### config.mk
export PLATFORM = sky130hd
export DESIGN_NAME = apm_ctrl
export DESIGN_NICKNAME = d
export VERILOG_FILES = /design/src/common/apm_pkg.sv /design/src/core/apm_ctrl.sv
export SDC_FILE = /design/constraint.sdc
export NUM_CORES = 1
export LEC_CHECK = 0
export ABC_AREA = 1
export BUFFER_PORTS_ARGS = -buffer_cell sky130_fd_sc_hd__buf_2
export CAP_MARGIN = 20
export CORE_UTILIZATION = 45
export CTS_CLUSTER_DIAMETER = 200
export DETAILED_ROUTE_END_ITERATION = 10
export GPL_TIMING_DRIVEN = 0
export PLACE_DENSITY = 0.71
export SLEW_MARGIN = 15
export SYNTH_ARGS = -nofsm -noshare
export SYNTH_HDL_FRONTEND = slang
export SYNTH_SLANG_ARGS = --single-unit
### constraint.sdc
create_clock -name pclk -period 8.4 [get_ports pclk]
set_clock_uncertainty 0.2 [all_clocks]
set_input_delay 1.26 -clock pclk [delete_from_list [all_inputs] [get_ports pclk]]
set_output_delay 1.26 -clock pclk [all_outputs]
set_load 0.05 [all_outputs]
### src/common/apm_pkg.sv
// constants, types and the sleep-duration table of the power-mode controller
package apm_pkg;
  // timing, in the unit as printed and as derived cycle counts
  localparam int CLK_PERIOD_NS = 4;
  localparam int SLEEP_UNIT_NS = 500000;
  localparam int WUP1_NS = 1800000;
  localparam int WUP2_NS = 1200000;
  localparam int SLEEP_UNIT_CYC = SLEEP_UNIT_NS / CLK_PERIOD_NS;
  localparam int WUP1_CYC = (WUP1_NS + CLK_PERIOD_NS - 1) / CLK_PERIOD_NS;
  localparam int WUP2_CYC = (WUP2_NS + CLK_PERIOD_NS - 1) / CLK_PERIOD_NS;

  // register indices; byte address is four times the index
  localparam logic [5:0] IDX_STATUS = 6'h09;
  localparam logic [5:0] IDX_MODE = 6'h11;
  localparam logic [5:0] IDX_LPCFG = 6'h12;
  localparam logic [5:0] IDX_CMD = 6'h14;
  localparam logic [5:0] IDX_IRQCFG = 6'h20;
  localparam logic [5:0] IDX_FIFO0 = 6'h30;
  localparam logic [5:0] IDX_IFCFG = 6'h34;
  localparam logic [5:0] IDX_FIFO1 = 6'h3e;
  localparam logic [5:0] IDX_FDATA = 6'h3f;

  // field positions
  localparam int MODE_SUSP_BIT = 7;
  localparam int MODE_LPEN_BIT = 6;
  localparam int MODE_DEEP_BIT = 5;
  localparam int MODE_DUR_LSB = 1;
  localparam int LPCFG_VAR_BIT = 6;
  localparam int LPCFG_TMR_BIT = 5;
  localparam int STATUS_SETTLED_BIT = 6;

  // reset values and command code
  localparam logic [3:0] RST_DUR = 4'h0;
  localparam logic [7:0] RST_FIFO = 8'h00;
  localparam logic [3:0] RST_IRQCFG = 4'h0;
  localparam logic [2:0] RST_IFCFG = 3'h0;
  localparam logic [7:0] CMD_SOFTRESET = 8'h5a;

  typedef enum logic [5:0] {
    APM_NORMAL = 6'h01,
    APM_DEEP = 6'h02,
    APM_SUSP = 6'h04,
    APM_STBY = 6'h08,
    APM_LPWAKE = 6'h10,
    APM_LPSLEEP = 6'h20
  } apm_mode_t;

  typedef struct packed {
    logic analog_on;
    logic acq_run;
    logic intf_only;
    logic sample_valid;
    logic fifo_store;
  } apm_pwr_t;

  typedef struct packed {
    logic second_irq_pin_open_drain;
    logic second_irq_pin_polarity;
    logic first_irq_pin_open_drain;
    logic first_irq_pin_polarity;
    logic wdt_en;
    logic wdt_sel;
    logic three_wire_serial_select;
  } apm_pincfg_t;

  typedef struct packed {
    apm_mode_t mode;
    logic lp_variant;
    logic equidistant_timing;
    logic [3:0] sleep_dur;
    apm_pincfg_t pincfg;
    logic [7:0] fifo0;
    logic [7:0] fifo1;
    logic [31:0] cnt;
    logic settled;
    logic stored;
    apm_pwr_t pwr;
    logic pready;
    logic pslverr;
    logic [31:0] prdata;
  } apm_state_t;

  // sleep length in half-millisecond units
  function automatic logic [11:0] apm_dur_mult(input logic [3:0] c);
    logic [11:0] m;
    m = 12'h001;
    case (c)
      4'h6: m = 12'h002;
      4'h7: m = 12'h004;
      4'h8: m = 12'h008;
      4'h9: m = 12'h00c;
      4'ha: m = 12'h014;
      4'hb: m = 12'h032;
      4'hc: m = 12'h064;
      4'hd: m = 12'h0c8;
      4'he: m = 12'h3e8;
      4'hf: m = 12'h7d0;
      default: m = 12'h001;
    endcase
    return m;
  endfunction
endpackage

### src/core/apm_ctrl.sv
// power-mode controller with apb register slave
//
// Implementation choices: the APB slave port and the register addresses.
`timescale 1ns/1ps
module apm_ctrl #(
  parameter int SLEEP_UNIT_CYC = apm_pkg::SLEEP_UNIT_CYC,
  parameter int WUP1_CYC = apm_pkg::WUP1_CYC,
  parameter int WUP2_CYC = apm_pkg::WUP2_CYC
) (
  // clock and reset
  input wire logic pclk,
  input wire logic presetn,
  // apb slave
  input wire logic psel,
  input wire logic penable,
  input wire logic pwrite,
  input wire logic [7:0] paddr,
  input wire logic [31:0] pwdata,
  output logic [31:0] prdata,
  output logic pready,
  output logic pslverr,
  // from acquisition and interrupt engines
  input wire logic samples_done,
  input wire logic wake_hold,
  input wire logic [7:0] fifo_rd_data,
  // power control and pin settings
  output apm_pkg::apm_pwr_t pwr,
  output apm_pkg::apm_pincfg_t pincfg,
  output apm_pkg::apm_mode_t mode
);

  if (SLEEP_UNIT_CYC < 1 || WUP1_CYC < 1 || WUP2_CYC < 1) begin : g_chk
    $error("cycle counts must be at least one");
  end
  if (SLEEP_UNIT_CYC > 2147483 || WUP1_CYC < WUP2_CYC) begin : g_chk2
    $error("sleep unit too large or settle times swapped");
  end

  apm_pkg::apm_state_t s_q;
  apm_pkg::apm_state_t s_d;

  logic [5:0] idx;
  logic setup;
  logic acc;
  logic mapped;
  logic ok;
  logic nd;
  logic nl;
  logic ns;
  logic [31:0] sleep_cyc;
  logic [31:0] settle_cyc;

  assign idx = paddr[7:2];
  assign setup = psel && !penable && !s_q.pready;
  assign acc = psel && penable && s_q.pready;
  assign nd = pwdata[apm_pkg::MODE_DEEP_BIT];
  assign nl = pwdata[apm_pkg::MODE_LPEN_BIT];
  assign ns = pwdata[apm_pkg::MODE_SUSP_BIT];
  assign sleep_cyc = 32'(apm_pkg::apm_dur_mult(s_q.sleep_dur)
                     * SLEEP_UNIT_CYC);
  assign settle_cyc = s_q.lp_variant ? 32'(WUP2_CYC) : 32'(WUP1_CYC);

  always_comb begin
    mapped = 1'b0;
    if (paddr[1:0] != 2'b00) begin
      mapped = 1'b0;
    end else if (idx == apm_pkg::IDX_STATUS || idx == apm_pkg::IDX_MODE) begin
      mapped = 1'b1;
    end else if (idx == apm_pkg::IDX_LPCFG || idx == apm_pkg::IDX_CMD) begin
      mapped = 1'b1;
    end else if (idx == apm_pkg::IDX_IRQCFG || idx == apm_pkg::IDX_IFCFG) begin
      mapped = 1'b1;
    end else if (idx == apm_pkg::IDX_FIFO0 || idx == apm_pkg::IDX_FIFO1) begin
      mapped = 1'b1;
    end else if (idx == apm_pkg::IDX_FDATA) begin
      mapped = 1'b1;
    end
  end

  // access permission per power mode
  always_comb begin
    logic fifo_reg;
    logic susp_lim;
    fifo_reg = idx == apm_pkg::IDX_FIFO0 || idx == apm_pkg::IDX_FIFO1
               || idx == apm_pkg::IDX_FDATA;
    susp_lim = s_q.mode == apm_pkg::APM_SUSP
               || (s_q.mode == apm_pkg::APM_LPSLEEP && !s_q.lp_variant);
    ok = mapped;
    if (!mapped) begin
      ok = 1'b0;
    end else if (idx == apm_pkg::IDX_CMD || idx == apm_pkg::IDX_STATUS) begin
      ok = 1'b1;
    end else if (s_q.mode == apm_pkg::APM_DEEP) begin
      ok = idx == apm_pkg::IDX_MODE || idx == apm_pkg::IDX_IFCFG
           || idx == apm_pkg::IDX_IRQCFG;
    end else if (susp_lim) begin
      ok = !fifo_reg;
    end else if (s_q.mode == apm_pkg::APM_LPWAKE && !s_q.lp_variant) begin
      ok = !(idx == apm_pkg::IDX_FDATA && !pwrite);
    end
  end

  always_comb begin
    logic [7:0] rd;
    rd = 8'h00;
    s_d = s_q;
    s_d.pready = setup;
    s_d.pwr.fifo_store = 1'b0;
    // read data and error answer are prepared in the setup cycle
    if (setup) begin
      if (idx == apm_pkg::IDX_STATUS) begin
        rd = {1'b0, s_q.settled, s_q.mode};
      end else if (idx == apm_pkg::IDX_MODE) begin
        rd = {s_q.mode == apm_pkg::APM_SUSP || s_q.mode == apm_pkg::APM_STBY,
              s_q.mode == apm_pkg::APM_LPWAKE
              || s_q.mode == apm_pkg::APM_LPSLEEP,
              s_q.mode == apm_pkg::APM_DEEP, s_q.sleep_dur, 1'b0};
      end else if (idx == apm_pkg::IDX_LPCFG) begin
        rd = {1'b0, s_q.lp_variant, s_q.equidistant_timing, 5'h00};
      end else if (idx == apm_pkg::IDX_IRQCFG) begin
        rd = {4'h0, s_q.pincfg[6:3]};
      end else if (idx == apm_pkg::IDX_IFCFG) begin
        rd = {5'h00, s_q.pincfg.wdt_en, s_q.pincfg.wdt_sel,
              s_q.pincfg.three_wire_serial_select};
      end else if (idx == apm_pkg::IDX_FIFO0) begin
        rd = s_q.fifo0;
      end else if (idx == apm_pkg::IDX_FIFO1) begin
        rd = s_q.fifo1;
      end else if (idx == apm_pkg::IDX_FDATA) begin
        rd = fifo_rd_data;
      end
      s_d.pslverr = !ok;
      s_d.prdata = (ok && !pwrite) ? {24'h000000, rd} : 32'h00000000;
    end else if (!psel) begin
      s_d.pslverr = 1'b0;
      s_d.prdata = 32'h00000000;
    end

    // power-mode sequencing of the low-power phases
    case (s_q.mode)
      apm_pkg::APM_LPWAKE: begin
        if (!s_q.settled) begin
          if (s_q.cnt <= 32'h00000001) begin
            s_d.settled = 1'b1;
          end else begin
            s_d.cnt = s_q.cnt - 32'h00000001;
          end
        end else if (s_q.equidistant_timing && !s_q.stored) begin
          s_d.stored = 1'b1;
          s_d.pwr.fifo_store = 1'b1;
        end else if (!wake_hold && !psel
                     && (s_q.equidistant_timing || samples_done)) begin
          s_d.mode = apm_pkg::APM_LPSLEEP;
          s_d.cnt = sleep_cyc;
        end
      end
      apm_pkg::APM_LPSLEEP: begin
        if (s_q.cnt <= 32'h00000001) begin
          s_d.mode = apm_pkg::APM_LPWAKE;
          s_d.cnt = settle_cyc;
          s_d.settled = 1'b0;
          s_d.stored = 1'b0;
        end else begin
          s_d.cnt = s_q.cnt - 32'h00000001;
        end
      end
      default: begin
        s_d.cnt = 32'h00000000;
      end
    endcase

    // register writes take effect at the access edge
    if (acc && pwrite && ok) begin
      if (idx == apm_pkg::IDX_MODE) begin
        s_d.sleep_dur = pwdata[apm_pkg::MODE_DUR_LSB +: 4];
        case (s_q.mode)
          apm_pkg::APM_NORMAL: begin
            if (nd && !ns && !nl) begin
              s_d.mode = apm_pkg::APM_DEEP;
              s_d.lp_variant = 1'b0;
              s_d.equidistant_timing = 1'b0;
              s_d.sleep_dur = apm_pkg::RST_DUR;
              s_d.fifo0 = apm_pkg::RST_FIFO;
              s_d.fifo1 = apm_pkg::RST_FIFO;
            end else if (ns && !nd && !nl) begin
              s_d.mode = s_q.lp_variant ? apm_pkg::APM_STBY
                         : apm_pkg::APM_SUSP;
            end else if (nl && !nd && !ns) begin
              s_d.mode = apm_pkg::APM_LPWAKE;
              s_d.cnt = settle_cyc;
              s_d.settled = 1'b0;
              s_d.stored = 1'b0;
            end
          end
          default: begin
            // only all-clear leaves a saving mode; mixes are ignored
            if (!nd && !ns && !nl) begin
              s_d.mode = apm_pkg::APM_NORMAL;
            end
          end
        endcase
      end else if (idx == apm_pkg::IDX_LPCFG) begin
        s_d.lp_variant = pwdata[apm_pkg::LPCFG_VAR_BIT];
        s_d.equidistant_timing = pwdata[apm_pkg::LPCFG_TMR_BIT];
      end else if (idx == apm_pkg::IDX_IRQCFG) begin
        s_d.pincfg[6:3] = pwdata[3:0];
      end else if (idx == apm_pkg::IDX_IFCFG) begin
        s_d.pincfg[2:0] = {pwdata[2], pwdata[1], pwdata[0]};
      end else if (idx == apm_pkg::IDX_FIFO0) begin
        s_d.fifo0 = pwdata[7:0];
      end else if (idx == apm_pkg::IDX_FIFO1) begin
        s_d.fifo1 = pwdata[7:0];
      end else if (idx == apm_pkg::IDX_CMD
                   && pwdata[7:0] == apm_pkg::CMD_SOFTRESET) begin
        // soft reset restores power-on values except the settled and stored flags
        s_d.mode = apm_pkg::APM_NORMAL;
        s_d.lp_variant = 1'b0;
        s_d.equidistant_timing = 1'b0;
        s_d.sleep_dur = apm_pkg::RST_DUR;
        s_d.pincfg = {apm_pkg::RST_IRQCFG, apm_pkg::RST_IFCFG};
        s_d.fifo0 = apm_pkg::RST_FIFO;
        s_d.fifo1 = apm_pkg::RST_FIFO;
        s_d.cnt = 32'h00000000;
      end
    end

    // power outputs follow the next mode so they stay flop-driven
    s_d.pwr.analog_on = s_d.mode == apm_pkg::APM_NORMAL
                        || s_d.mode == apm_pkg::APM_LPWAKE;
    s_d.pwr.intf_only = s_d.mode == apm_pkg::APM_DEEP;
    s_d.pwr.sample_valid = s_d.mode == apm_pkg::APM_NORMAL
                           || (s_d.mode == apm_pkg::APM_LPWAKE
                               && s_d.settled);
    s_d.pwr.acq_run = s_d.pwr.sample_valid;
  end

  always_ff @(posedge pclk or negedge presetn) begin
    if (!presetn) begin
      s_q.mode <= apm_pkg::APM_NORMAL;
      s_q.lp_variant <= 1'b0;
      s_q.equidistant_timing <= 1'b0;
      s_q.sleep_dur <= apm_pkg::RST_DUR;
      s_q.pincfg <= {apm_pkg::RST_IRQCFG, apm_pkg::RST_IFCFG};
      s_q.fifo0 <= apm_pkg::RST_FIFO;
      s_q.fifo1 <= apm_pkg::RST_FIFO;
      s_q.cnt <= 32'h00000000;
      s_q.settled <= 1'b0;
      s_q.stored <= 1'b0;
      s_q.pwr <= 5'b11010;
      s_q.pready <= 1'b0;
      s_q.pslverr <= 1'b0;
      s_q.prdata <= 32'h00000000;
    end else begin
      s_q <= s_d;
    end
  end

  assign prdata = s_q.prdata;
  assign pready = s_q.pready;
  assign pslverr = s_q.pslverr;
  assign pwr = s_q.pwr;
  assign pincfg = s_q.pincfg;
  assign mode = s_q.mode;

  logic wr_mode;
  assign wr_mode = acc && pwrite && idx == apm_pkg::IDX_MODE
                   && paddr[1:0] == 2'b00;
endmodule

# Yosys cells after proc, flatten, opt, wreduce, memory -nomap -nowiden
# Memory sizes are Yosys's and may differ from the RTL's.
# Cells that the tools add are included.
# word_totals
romBits	176
n_memories	1
register_bits	107
out_inout_bits	52
# mem_list
name	depth	width	read_ports	rd_ports_with_merged_regs	wr	line_no	text
(no name shown)	16	11	1	0	0	apm_pkg.sv:87	case (c)
# classes
mux	83
magnitude_cmp	1
add_sub_neg	1
n_bitwise	3
reduce_logical	58
multipliers	1
n_eq_ne	43
# op_table
operator	count
$mux W32	6
$mux W19	6
$mux W34	3
$mux W48	2
$mux W8	11
$mux W6	12
$mux W69	1
$mux W67	1
$mux W33	2
$pmux W32 S2	1
$mux W59	1
$mux W27	2
$mux W51	1
$mux W50	1
$mux W40	1
$eq A6 B6 Y1 const B	6
$le A32 B1 Y1 const B	1
$mux W16	2
$sub A32 B1 Y32 const B	1
$eq A6 B5 Y1 const B	5
$mul A12 B14 Y26 const B	1
$mux W12	2
$reduce_and A8 Y1	3
$logic_and A1 B1 Y1	23
29 further kinds	95

# Depth between registers and ports, before layout
# Gate-level depths: netlist of the first run.
# logic_depth
depth_word	24
ltp_mapped	28
ltp_nobuf	28

# Worst setup path after synthesis of the first run
# Ideal clock, no wire load.
# synth_path
kind	register to register
startpoint	reg s_q[97] (netlist name)
endpoint	reg s_q[67] (netlist name)
setup_slack_ns	3.279
arrival_ns	4.843
path_buffers	0
setup_ns	0.077
stages_incl_launch_ff	28
required_time_ns	8.123
path_cell_list	dfrtp_1 > ha_1 > nand2_1 > nor2_1 > inv_1 > o21ai_1 > xor2_1 > inv_1 > ha_1 > or2_2 > fa_1 > ha_1 > inv_1 > fa_1 > inv_1 > ha_1 > ha_1 > inv_1 > nor3_1 > and3_1 > nand3b_1 > nand3_1 > nor2_1 > nor2_1 > nand2_1 > nand2_1 > nand2_1 > a21oi_1
# synth_rtl
item	line_no	text
start: declaration	apm_ctrl.sv:39	apm_pkg::apm_state_t s_q;

==> summary.md, run 1 <==
| Metric | Value |
|---|---|
| Status | `complete, but fails checks` |
| Failing checks | `design-rule violations` |
| GPL Wtd Cong | `0.979` |
| CTS tree | `done` |
| Mux contribution to synthesized area | `0%` |
| Highest net fanout along the worst path | `7` |
| Row count | `52` |
| Logic pwr share | `64.3%` |
| Hold WC Path Type | `flip-flop to flip-flop` |
| Post-Synth Adder-Cell Area | `16.6%` |
| WHS Endpoint | `pwr[0]` |
| Power per cell area | `228 mW/mm^2` |
| Final worst-path cycle share | `75.0%` |
| Reg power frac | `17.1%` |
| Port bufs | `57` |
| # resized after CTS | `0` |
| Xor/xnor share of the synthesized area | `2.84%` |
| Worst Path Arrival | `6.38 ns` |
| Die Height | `145 microns` |
| Post-route cell area | `0.0103 sq mm` |
| Max-cap violations | `0` |
| Ports | `107` |
| Worst-path clk slew | `0.07 ns` |
| R2R depth | `27` |
| Switch share | `50.1%` |
| Clock power frac | `18.6%` |
| Worst-Margin Slew | `0.828 ns` |
| Mapped Area | `0.00925 sq mm` |
| Post-Layout Cell Count | `1727` |
| Internal power | `1.18 mW` |
| Number of iterations in the first detailed-routing pass | `8` |
| Max VDD drop | `0.183 mV` |
| N_diodes | `0` |
| DP Area | `0.0100 sq mm` |
| Top cells by count, synth | `nand2_1 (310), inv_1 (184), nor2_1 (144), o21ai_0 (104), nand3_1 (82)` |
| Syn Area/Cell | `6.81 sq um` |
| Final setup vio count | `0` |
| Psw | `1.18 mW` |
| Max Slew Vio Count | `0` |
| Gr usage total | `26.8%` |
| Via count | `9286` |
| ANT nets after route | `0` |
| Hold Vio Cnt, Final | `0` |
| Post-Synth Simple-Gate Area | `29.5%` |
| Max Freq | `159 MHz` |
| Initial cell density of the core | `45.9%` |
| Min Tclk post-route | `6.30 ns` |
| Synth async-reset ratio | `100%` |
| Critical Path RT | `8.48 ns` |
| Worst hold stages | `1` |
| Synth area leaders | `dfrtp_1 (22%), nand2_1 (13%), ha_1 (11%)` |
| Slew HR | `44.8%` |
| Die area | `0.0211 sq mm` |
| Grt ovf | `0` |
| Final setup TNS | `0 ns` |
| Drt total wl | `27800 microns` |
| Synth Register Bits | `83` |
| CTS Buf Count | `9` |
| Die X-Extent | `145 microns` |
| First-pass GRT wire length | `44800 microns` |
| Routed wire per std cell | `16.1 microns` |
| Post-CTS Hold Buffers | `0` |
| Kind of critical path | `flip-flop to flip-flop` |
| Leakage | `5.63 nW` |
| Clock tree root buffer cell | `clkbuf_16` |
| Number of synthesized flops with an enable pin | `0` |
| Clk_lat worst skew | `0.36 ns` |
| CTS sink count | `83` |
| Crit start category | `flip-flop` |
| Largest net degree at the start of global routing | `45` |
| Area Overhead vs Synth | `11.4%` |
| Unrepaired setup endpoints after global routing | `no` |
| Main combinational cell family by area after synthesis | `simple AND/OR/NAND/NOR gates` |
| Register area share after synthesis | `22.5%` |
| Synth Flop Type | `dfrtp_1` |
| Vias in the first global route | `8763` |
| H-tree levels | `3` |
| Complex-gate fraction of the synthesized area | `15.2%` |
| Synth Instances | `1359` |
| Post-CTS setup buffer count | `0` |
| Max clock buf depth | `2` |
| Initial antenna violation count | `0` |
| Final #Nets | `1613` |
| Critical R2R Capture | `s_q[67]` |
| Synth warn | `0` |
| Hold_ws | `0.269 ns` |
| Count of cell types in the netlist | `54` |
| Synth area leader | `dfrtp_1` |
| # DRC | `1` |
| Most numerous cell in the Yosys netlist | `nand2_1` |
| Reg-to-reg startpoint | `s_q[97]` |
| Flop2flop setup slack | `2.10 ns` |
| Detailed Place HPWL | `22100 microns` |
| Iter 0 DRT Violations | `706` |
| Layout cell share with drive strength beyond 1 | `12.9%` |
| Endpoint class of the critical path | `flip-flop` |
| Yosys top cell area share | `21.6%` |
| Vias per std cell | `5.38` |
| Post-Place Cells | `1711` |
| Placeable Area | `0.0202 sq mm` |
| Hold wc startpoint | `s_q[39]` |
==> layer usage <==
metal	vias to the layer above	global-route usage, %	routed length (microns)
met5	-	0	0
met3	58	4.01	1880
met2	349	45.1	12900
met4	0	9.68	850
li1	4548	-	-
met1	4331	35.0	12200
==> how the worst max path moves through the flow <==
stage                       start       to
after floorplan           s_q[97]  s_q[67]
after global placement    s_q[97]  s_q[66]
after detailed placement  s_q[97]  s_q[66]
after CTS                 s_q[97]  s_q[66]
after global routing      s_q[97]  s_q[68]
final                     s_q[97]  s_q[67]
==> critical path, stage by stage, from the launching register on <==
cell      delay, ns
dfrtp_1        0.42
ha_1           0.22
nand2_1        0.07
nor2_1         0.60
inv_1          0.24
o21ai_1        0.36
xor2_1         0.18
inv_1          0.08
ha_1           0.18
or2_2          0.32
fa_1           0.49
ha_1           0.29
inv_1          0.04
fa_1           0.47
inv_1          0.04
ha_1           0.27
ha_1           0.39
inv_1          0.08
nor3_1         0.32
and3_1         0.24
nand3b_1       0.08
nand3_1        0.12
nor2_1         0.05
nor2_1         0.08
nand2_1        0.12
nand2_1        0.08
nand2_1        0.05
a21oi_1        0.12
==> sequential cells by signal, summed over array words and instances (netlist names) <==
name and cells:
mode 6, pincfg 7, prdata 8, pready 1, pslverr 1, pwr 4, s_q 56
==> per-stage QoR <==
stage	power [mW]	setup slack, ns	util, %
after floorplan	1.54	3.28	-
after detailed placement	1.92	2.13	49.6
after global placement	1.89	2.23	49.4
final	2.36	2.10	51.1
after global routing	2.60	1.69	51.1
after CTS	2.36	2.12	51.1
==> layout by cell type, fill, tap and decap left out, types with 9 or more instances in the layout <==
cell type  netlist  layout
nor3_1          20      20
o21ai_2         16      16
o211ai_1        10      10
inv_1          184     184
clkbuf_1        18      18
a21oi_1         74      74
xor2_1          22      22
ha_1            78      78
nand4_1         27      27
nand2_1        310     310
nor2_1         144     144
buf_2            4      60
clkbuf_16        0       9
buf_4           50      51
nand3_1         82      82
dfrtp_1         80      80
conb_1           1      25
o21ai_0        104     104
fa_1            28      28
==> power by group through the flow <==
stage | combinational [mW] | sequential (mW) | clock, mW
final | 1.51 | 0.404 | 0.437
after detailed placement | 1.51 | 0.412 | 0
after CTS | 1.51 | 0.404 | 0.441
after global placement | 1.48 | 0.411 | 0
after floorplan | 1.12 | 0.414 | 0
after global routing | 1.74 | 0.404 | 0.456
==> cells by family after synthesis <==
kind of cell | Yosys count
compound gates | 245
xor+xnor | 30
fa+ha+maj | 106
buf+inv | 271
flops | 83
other cells | 1
simple gates | 623
==> cell type report <==
type	count	area [sq um]
Buffer	76	497
Clock buffer	10	239
Clock inverter	6	76.3
Fill cell	2061	9860
Inverter	195	737
Multi-Input combinational cell	1029	6030
Sequential cell	83	2080
Tap cell	270	338
Timing Repair Buffer	58	315
Note: power is estimated with default switching activity, not from simulation.
==> inputs of run 2 (changes only) <==
clock period = 5.8 ns   (was 8.4 ns; I/O delays follow)
==> run 2 against run 1 <==
The run still ends with design-rule violations left; worst setup slack lost 1.9 ns; total power increased by 47%; clock power grew 46%; critical path type unchanged; critical endpoint is now s_q[66].
==> summary.md, run 2 (synthesized netlist as in run 1, its figures left out) <==
| Metric | Value |
|---|---|
| # DRC | `1` |
| N_diodes | `0` |
| Kind of critical path | `flip-flop to flip-flop` |
| Max-cap violations | `0` |
| Reg-to-reg startpoint | `s_q[97]` |
| Final worst-path cycle share | `95.7%` |
| Die area | `0.0211 sq mm` |
| Commonest non-fill, non-tap cell in the layout | `nand2_1` |
| Placeable Area | `0.0202 sq mm` |
| Biggest register | `s_q` |
| Critical Path RT | `5.84 ns` |
| Min Tclk post-route | `5.55 ns` |
| Failing checks | `design-rule violations` |
| Gr usage total | `26.9%` |
| Initial antenna violation count | `0` |
| Routed wire per std cell | `16.1 microns` |
| Initial cell density of the core | `45.9%` |
| Vias in the first global route | `8784` |
| H-tree levels | `3` |
| ANT nets after route | `0` |
| Layout cell share with drive strength beyond 1 | `14.2%` |
| Hold_ws | `0.270 ns` |
| Grt ovf | `0` |
| Crit start category | `flip-flop` |
| Post-Place Worst Slack | `-0.471 ns` |
| Slew HR | `43.8%` |
| Via count | `9240` |
| CTS sink count | `83` |
| Detailed Place HPWL | `22100 microns` |
| Row count | `52` |
| Status | `complete, but fails checks` |
| Crit path from | `s_q[97]` |
| Largest regs | `s_q: 56 flops, prdata: 8 flops, pincfg: 7 flops` |
| Final #Nets | `1622` |
| Final setup vio count | `0` |
| Largest net degree at the start of global routing | `45` |
| Drt total wl | `28000 microns` |
| Max Freq | `180 MHz` |
| Max reg flops | `56` |
| Core Util, Final | `51.7%` |
| Max Slew Vio Count | `0` |
| Final setup TNS | `0 ns` |
| Die Height | `145 microns` |
| Clk_lat worst skew | `0.36 ns` |
| Critical Path Sink | `s_q[66]` |
| Final worst slack | `0.252 ns` |
| Power per cell area | `332 mW/mm^2` |
| First-pass GRT wire length | `45000 microns` |
| Iter 0 DRT Violations | `719` |
| Port bufs | `57` |
| R2R depth | `26` |
| Worst Path Arrival | `5.59 ns` |
| GPL Wtd Cong | `0.979` |
| Max VDD drop | `0.265 mV` |
| Die X-Extent | `145 microns` |
| Hold WC Path Type | `flip-flop to flip-flop` |
| Flop2flop setup slack | `0.25 ns` |
| CTS Buf Count | `9` |
| Max clock buf depth | `2` |
| Vias per std cell | `5.32` |
| Highest net fanout along the worst path | `6` |
| Ports | `107` |
| CTS tree | `done` |
| Worst-path clk slew | `0.07 ns` |
| Worst-Margin Slew | `0.843 ns` |
| Number of iterations in the first detailed-routing pass | `9` |
| Hold Vio Cnt, Final | `0` |
| Leakage | `5.67 nW` |
| Area Overhead vs Synth | `12.8%` |
| Commonest non-fill, non-tap cells in the layout | `nand2_1 (308), inv_1 (182), nor2_1 (142), o21ai_0 (104), nand3_1 (82)` |
| Endpoint class of the critical path | `flip-flop` |
| Critical R2R Capture | `s_q[66]` |
| Clock tree root buffer cell | `clkbuf_16` |
-- run 2: worst min-delay path by stage --
stage            start  slack [ns]     end  depth (start not counted)
2_1_floorplan  s_q[39]        0.23  pwr[0]                          1
3_3_place_gp   s_q[39]        0.25  pwr[0]                          1
3_5_place_dp   s_q[39]        0.27  pwr[0]                          1
4_1_cts        s_q[39]        0.27  pwr[0]                          1
5_1_grt        s_q[39]        0.28  pwr[0]                          1
6_report       s_q[39]        0.27  pwr[0]                          1
-- run 2: metrics by stage --
stage / power [mW] / instances / area [sq um]
after floorplan: 2.23 / 1383 / 9340
after global placement: 2.73 / 1710 / 9970
after detailed placement: 2.78 / 1711 / 10000
after CTS: 3.42 / 1729 / 10300
after global routing: 3.81 / 1736 / 10400
final: 3.47 / 1736 / 10400
-- run 2: metal layers --
layer	wire length [microns]	vias to the layer above	GRT usage, %
li1	-	4565	-
met1	12400	4255	35.3
met2	13000	359	45.2
met3	1870	61	4.08
met4	826	0	9.26
met5	0	-	0
-- run 2: critical path: stages, from the launching register on --
cell and delay [ns]:
dfrtp_1 0.44, ha_1 0.22, nand2_1 0.10, nor2_4 0.14
inv_1 0.12, o21ai_2 0.16, xor2_1 0.17, inv_1 0.08
ha_1 0.18, or2_2 0.32, fa_1 0.49, ha_1 0.29
inv_1 0.04, fa_1 0.47, inv_1 0.04, ha_1 0.27
ha_1 0.39, nand2_1 0.12, nor2_1 0.17, inv_1 0.08
nor3_1 0.25, nand2_1 0.09, nand3_1 0.13, xnor2_1 0.20
o21ai_0 0.13, nand2_1 0.09, a21oi_1 0.06
-- run 2: layout make-up --
type,instances,area (sq um)
fill,2047,9740
buffer,76,497
clock buffer,10,239
tap,270,338
clock inverter,6,76.3
inverter,195,744
multi-input combinational,1029,6070
timing repair buffer,67,383
sequential,83,2080
-- run 2: report_power, final --
part	switching (mW)	leakage (nW)	internal (mW)
Combinational	1.46	4.41	0.783
Clock	0.282	0.156	0.355
Sequential	0.00326	1.11	0.582
-- run 2: timing repair --
action	4_1_cts	5_1_grt
hold buffers	0	0
pin swaps	0	1
gates resized for setup	5	8
setup endpoints to repair	12	12
setup buffers	2	7
==> inputs of run 3 (changes only) <==
ABC_AREA = unset   (was 1)
CORE_UTILIZATION = 30   (was 45)
PLACE_DENSITY = 0.54   (was 0.71)
==> run 3 against run 2 <==
The flow now finishes without violations; worst setup slack gained 0.035 ns; highest routed layer unchanged; synthesized cell count shrank 23%; die area grew 39%; largest power group unchanged; flip-flop and latch count is the same; first-iteration DRC count grew 1.7%; count of clock-buffer cells in the layout grew 2; sequential share of layout area grew 1.3 points; register-to-register slack gained 0.03 ns; critical path depth shrank 6.
==> summary.md, run 3 <==
| Metric | Value |
|---|---|
| Final #Nets | `1299` |
| Biggest register | `s_q` |
| Worst hold stages | `1` |
| Max-cap violations | `0` |
| Xor/xnor share of the synthesized area | `2.85%` |
| Via count | `8134` |
| # DRC | `0` |
| Largest regs | `s_q: 56 flops, prdata: 8 flops, pincfg: 7 flops` |
| Largest net degree at the start of global routing | `55` |
| Hold WC Path Type | `flip-flop to flip-flop` |
| Worst Path Arrival | `5.52 ns` |
| Die X-Extent | `171 microns` |
| Count of cell types in the netlist | `86` |
| Max VDD drop | `0.167 mV` |
| Top cells by count, synth | `nand2_1 (110), o21ai_0 (84), dfrtp_1 (80), inv_1 (79), ha_1 (78)` |
| Post-Synth Adder-Cell Area | `17.9%` |
| Flop2flop setup slack | `0.29 ns` |
| Max clock buf depth | `2` |
| Yosys top cell area share | `23.3%` |
| Max Freq | `181 MHz` |
| Endpoint class of the critical path | `flip-flop` |
| Commonest non-fill, non-tap cells in the layout | `nand2_1 (110), o21ai_0 (84), dfrtp_1 (78), inv_1 (77), ha_1 (77)` |
| Min Tclk post-route | `5.51 ns` |
| Initial cell density of the core | `30.7%` |
| Clk_lat worst skew | `0.35 ns` |
| Synth Flop Type | `dfrtp_1` |
| Register area | `0.00208 sq mm` |
| Grt ovf | `0` |
| Post-Place Cells | `1503` |
| Initial antenna violation count | `0` |
| Register area share after synthesis | `24.2%` |
| Main combinational cell family by area after synthesis | `compound AO/OA/AOI/OAI gates` |
| Worst-Margin Slew | `1.00 ns` |
| Final setup vio count | `0` |
| Highest net fanout along the worst path | `6` |
| Gr usage total | `19.1%` |
| Ports | `107` |
| Synth async-reset ratio | `100%` |
| CTS sink count | `83` |
| First-pass GRT wire length | `43500 microns` |
| Vias per std cell | `5.35` |
| Hold Vio Cnt, Final | `0` |
| Syn Area/Cell | `8.25 sq um` |
| Row count | `61` |
| Final worst slack | `0.286 ns` |
| Post-Place Worst Slack | `-0.356 ns` |
| Synth Instances | `1043` |
| Area Overhead vs Synth | `14.2%` |
| Max reg flops | `56` |
| Slew HR | `33.1%` |
| Placeable Area | `0.0280 sq mm` |
| Drt total wl | `27300 microns` |
| ANT nets after route | `0` |
| N_diodes | `0` |
| Mapped Area | `0.00861 sq mm` |
| GPL Wtd Cong | `0.921` |
| Number of iterations in the first detailed-routing pass | `7` |
| Number of synthesized flops with an enable pin | `0` |
| Synth warn | `0` |
| Layout cell share with drive strength beyond 1 | `15.5%` |
| Max Slew Vio Count | `0` |
| Complex-gate fraction of the synthesized area | `22.0%` |
| Die Height | `171 microns` |
| Most numerous cell in the Yosys netlist | `nand2_1` |
| Leakage | `4.70 nW` |
| CTS Buf Count | `9` |
| Synth Register Bits | `83` |
| Power per cell area | `295 mW/mm^2` |
| Status | `completed` |
| Iter 0 DRT Violations | `731` |
| Hold_ws | `0.256 ns` |
| Post-Synth Simple-Gate Area | `21.4%` |
| Critical Path RT | `5.81 ns` |
| Kind of critical path | `flip-flop to flip-flop` |
| Die area | `0.0294 sq mm` |
| R2R depth | `20` |
| Synth area leader | `dfrtp_1` |
| Clock tree root buffer cell | `clkbuf_16` |
| Fill cell count | `2981` |
| Final worst-path cycle share | `95.1%` |
| Synth area leaders | `dfrtp_1 (23%), ha_1 (11%), fa_1 (6.5%)` |
| Commonest non-fill, non-tap cell in the layout | `nand2_1` |
| Post-Layout Cell Count | `1521` |
| Port bufs | `57` |
| Routed wire per std cell | `17.9 microns` |
| Worst-path clk slew | `0.07 ns` |
| Power, Total | `2.89 mW` |
| Vias in the first global route | `7905` |
| CTS tree | `done` |
| Area of the multi-input gates | `0.00578 sq mm` |
| H-tree levels | `3` |
| Unrepaired setup endpoints after global routing | `no` |
| Detailed Place HPWL | `21000 microns` |
| Mux contribution to synthesized area | `1.56%` |
| Crit start category | `flip-flop` |
## run 3: cell types whose count changed in the layout (fill, tap and decap cells not counted), moves of 13 or more
cell / previous run / this run
a21o_1: 1 / 14
a21oi_1: 73 / 51
a31oi_1: 7 / 20
clkbuf_1: 18 / 35
inv_1: 182 / 77
nand2_1: 308 / 110
nand3_1: 82 / 25
nand4_1: 27 / 9
nor2_1: 142 / 75
nor4_1: 0 / 15
o21ai_0: 104 / 84
o21ai_2: 17 / 0
## run 3: metal layers
metal | global-route usage, % | vias up | part of all wire [%]
li1 | - | 3874 | -
met1 | 26.0 | 3941 | 46
met2 | 31.4 | 281 | 47
met3 | 2.60 | 38 | 5.7
met4 | 5.82 | 0 | 1.6
met5 | 0 | - | 0
## run 3: final cells by class
class                           instances  area share [%]
Tap cell                              378            4.81
Clock inverter                          4           0.535
Clock buffer                           12            2.41
Sequential cell                        83            21.2
Buffer                                 94            5.73
Multi-Input combinational cell        808            58.8
Inverter                               80            3.06
Timing Repair Buffer                   62            3.41
## run 3: power breakdown
group          total, mW  switching [mW]  internal, mW
sequential         0.764          0.0963         0.667
clock              0.593           0.258         0.335
combinational       1.54            1.03         0.512
## run 3: logic make-up (layout without fill, tap and decap cells)
kind of cell / after synthesis / after routing
other: 1 / 25
AO/OA/AOI/OAI: 280 / 280
multiplexers: 13 / 13
flip-flops: 83 / 83
buffers and inverters: 176 / 252
XOR/XNOR: 28 / 28
adder cells (fa/ha/maj): 106 / 106
AND/OR/NAND/NOR: 356 / 356
## run 3: path summary, 6_finish.rpt
kind	start	to
worst max-delay path	s_q[97]	s_q[66]
worst min-delay path	s_q[39]	pwr[0]
worst max register to register	s_q[97]	s_q[66]
worst min register to register	s_q[39]	pwr[0]
max in group asynchronous	presetn	s_q[98]
min in group asynchronous	presetn	pincfg[3]
## run 3: repair_timing
action                     CTS  global route
pin swaps                    0             1
hold buffers                 0             0
buffers inserted             0             3
setup endpoints to repair    3             9
cloned                       0             0
resized for setup            4             8
## run 3: per-stage QoR
step	setup TNS, ns	cell area, sq um	utilization (%)
final	0	9830	35.1
after global routing	0	9830	35.1
after CTS	0	9790	34.9
after detailed placement	-0.692	9480	33.9
after global placement	-0.678	9450	33.8
after floorplan	0	8700	-
## run 3: worst max-delay path: stages, from the launching register on
cell and delay [ns]:
dfrtp_2 0.45, inv_1 0.13, ha_1 0.26, nand2b_1 0.14, and3_1 0.29, ha_1 0.25
or2_2 0.32, fa_1 0.49, ha_1 0.29, inv_1 0.04, fa_1 0.47, inv_1 0.04
ha_1 0.29, ha_1 0.37, a21oi_1 0.17, nor2_1 0.05, a21oi_1 0.16, o21ai_0 0.16
a221oi_4 0.38, mux2i_1 0.29, a211oi_1 0.11
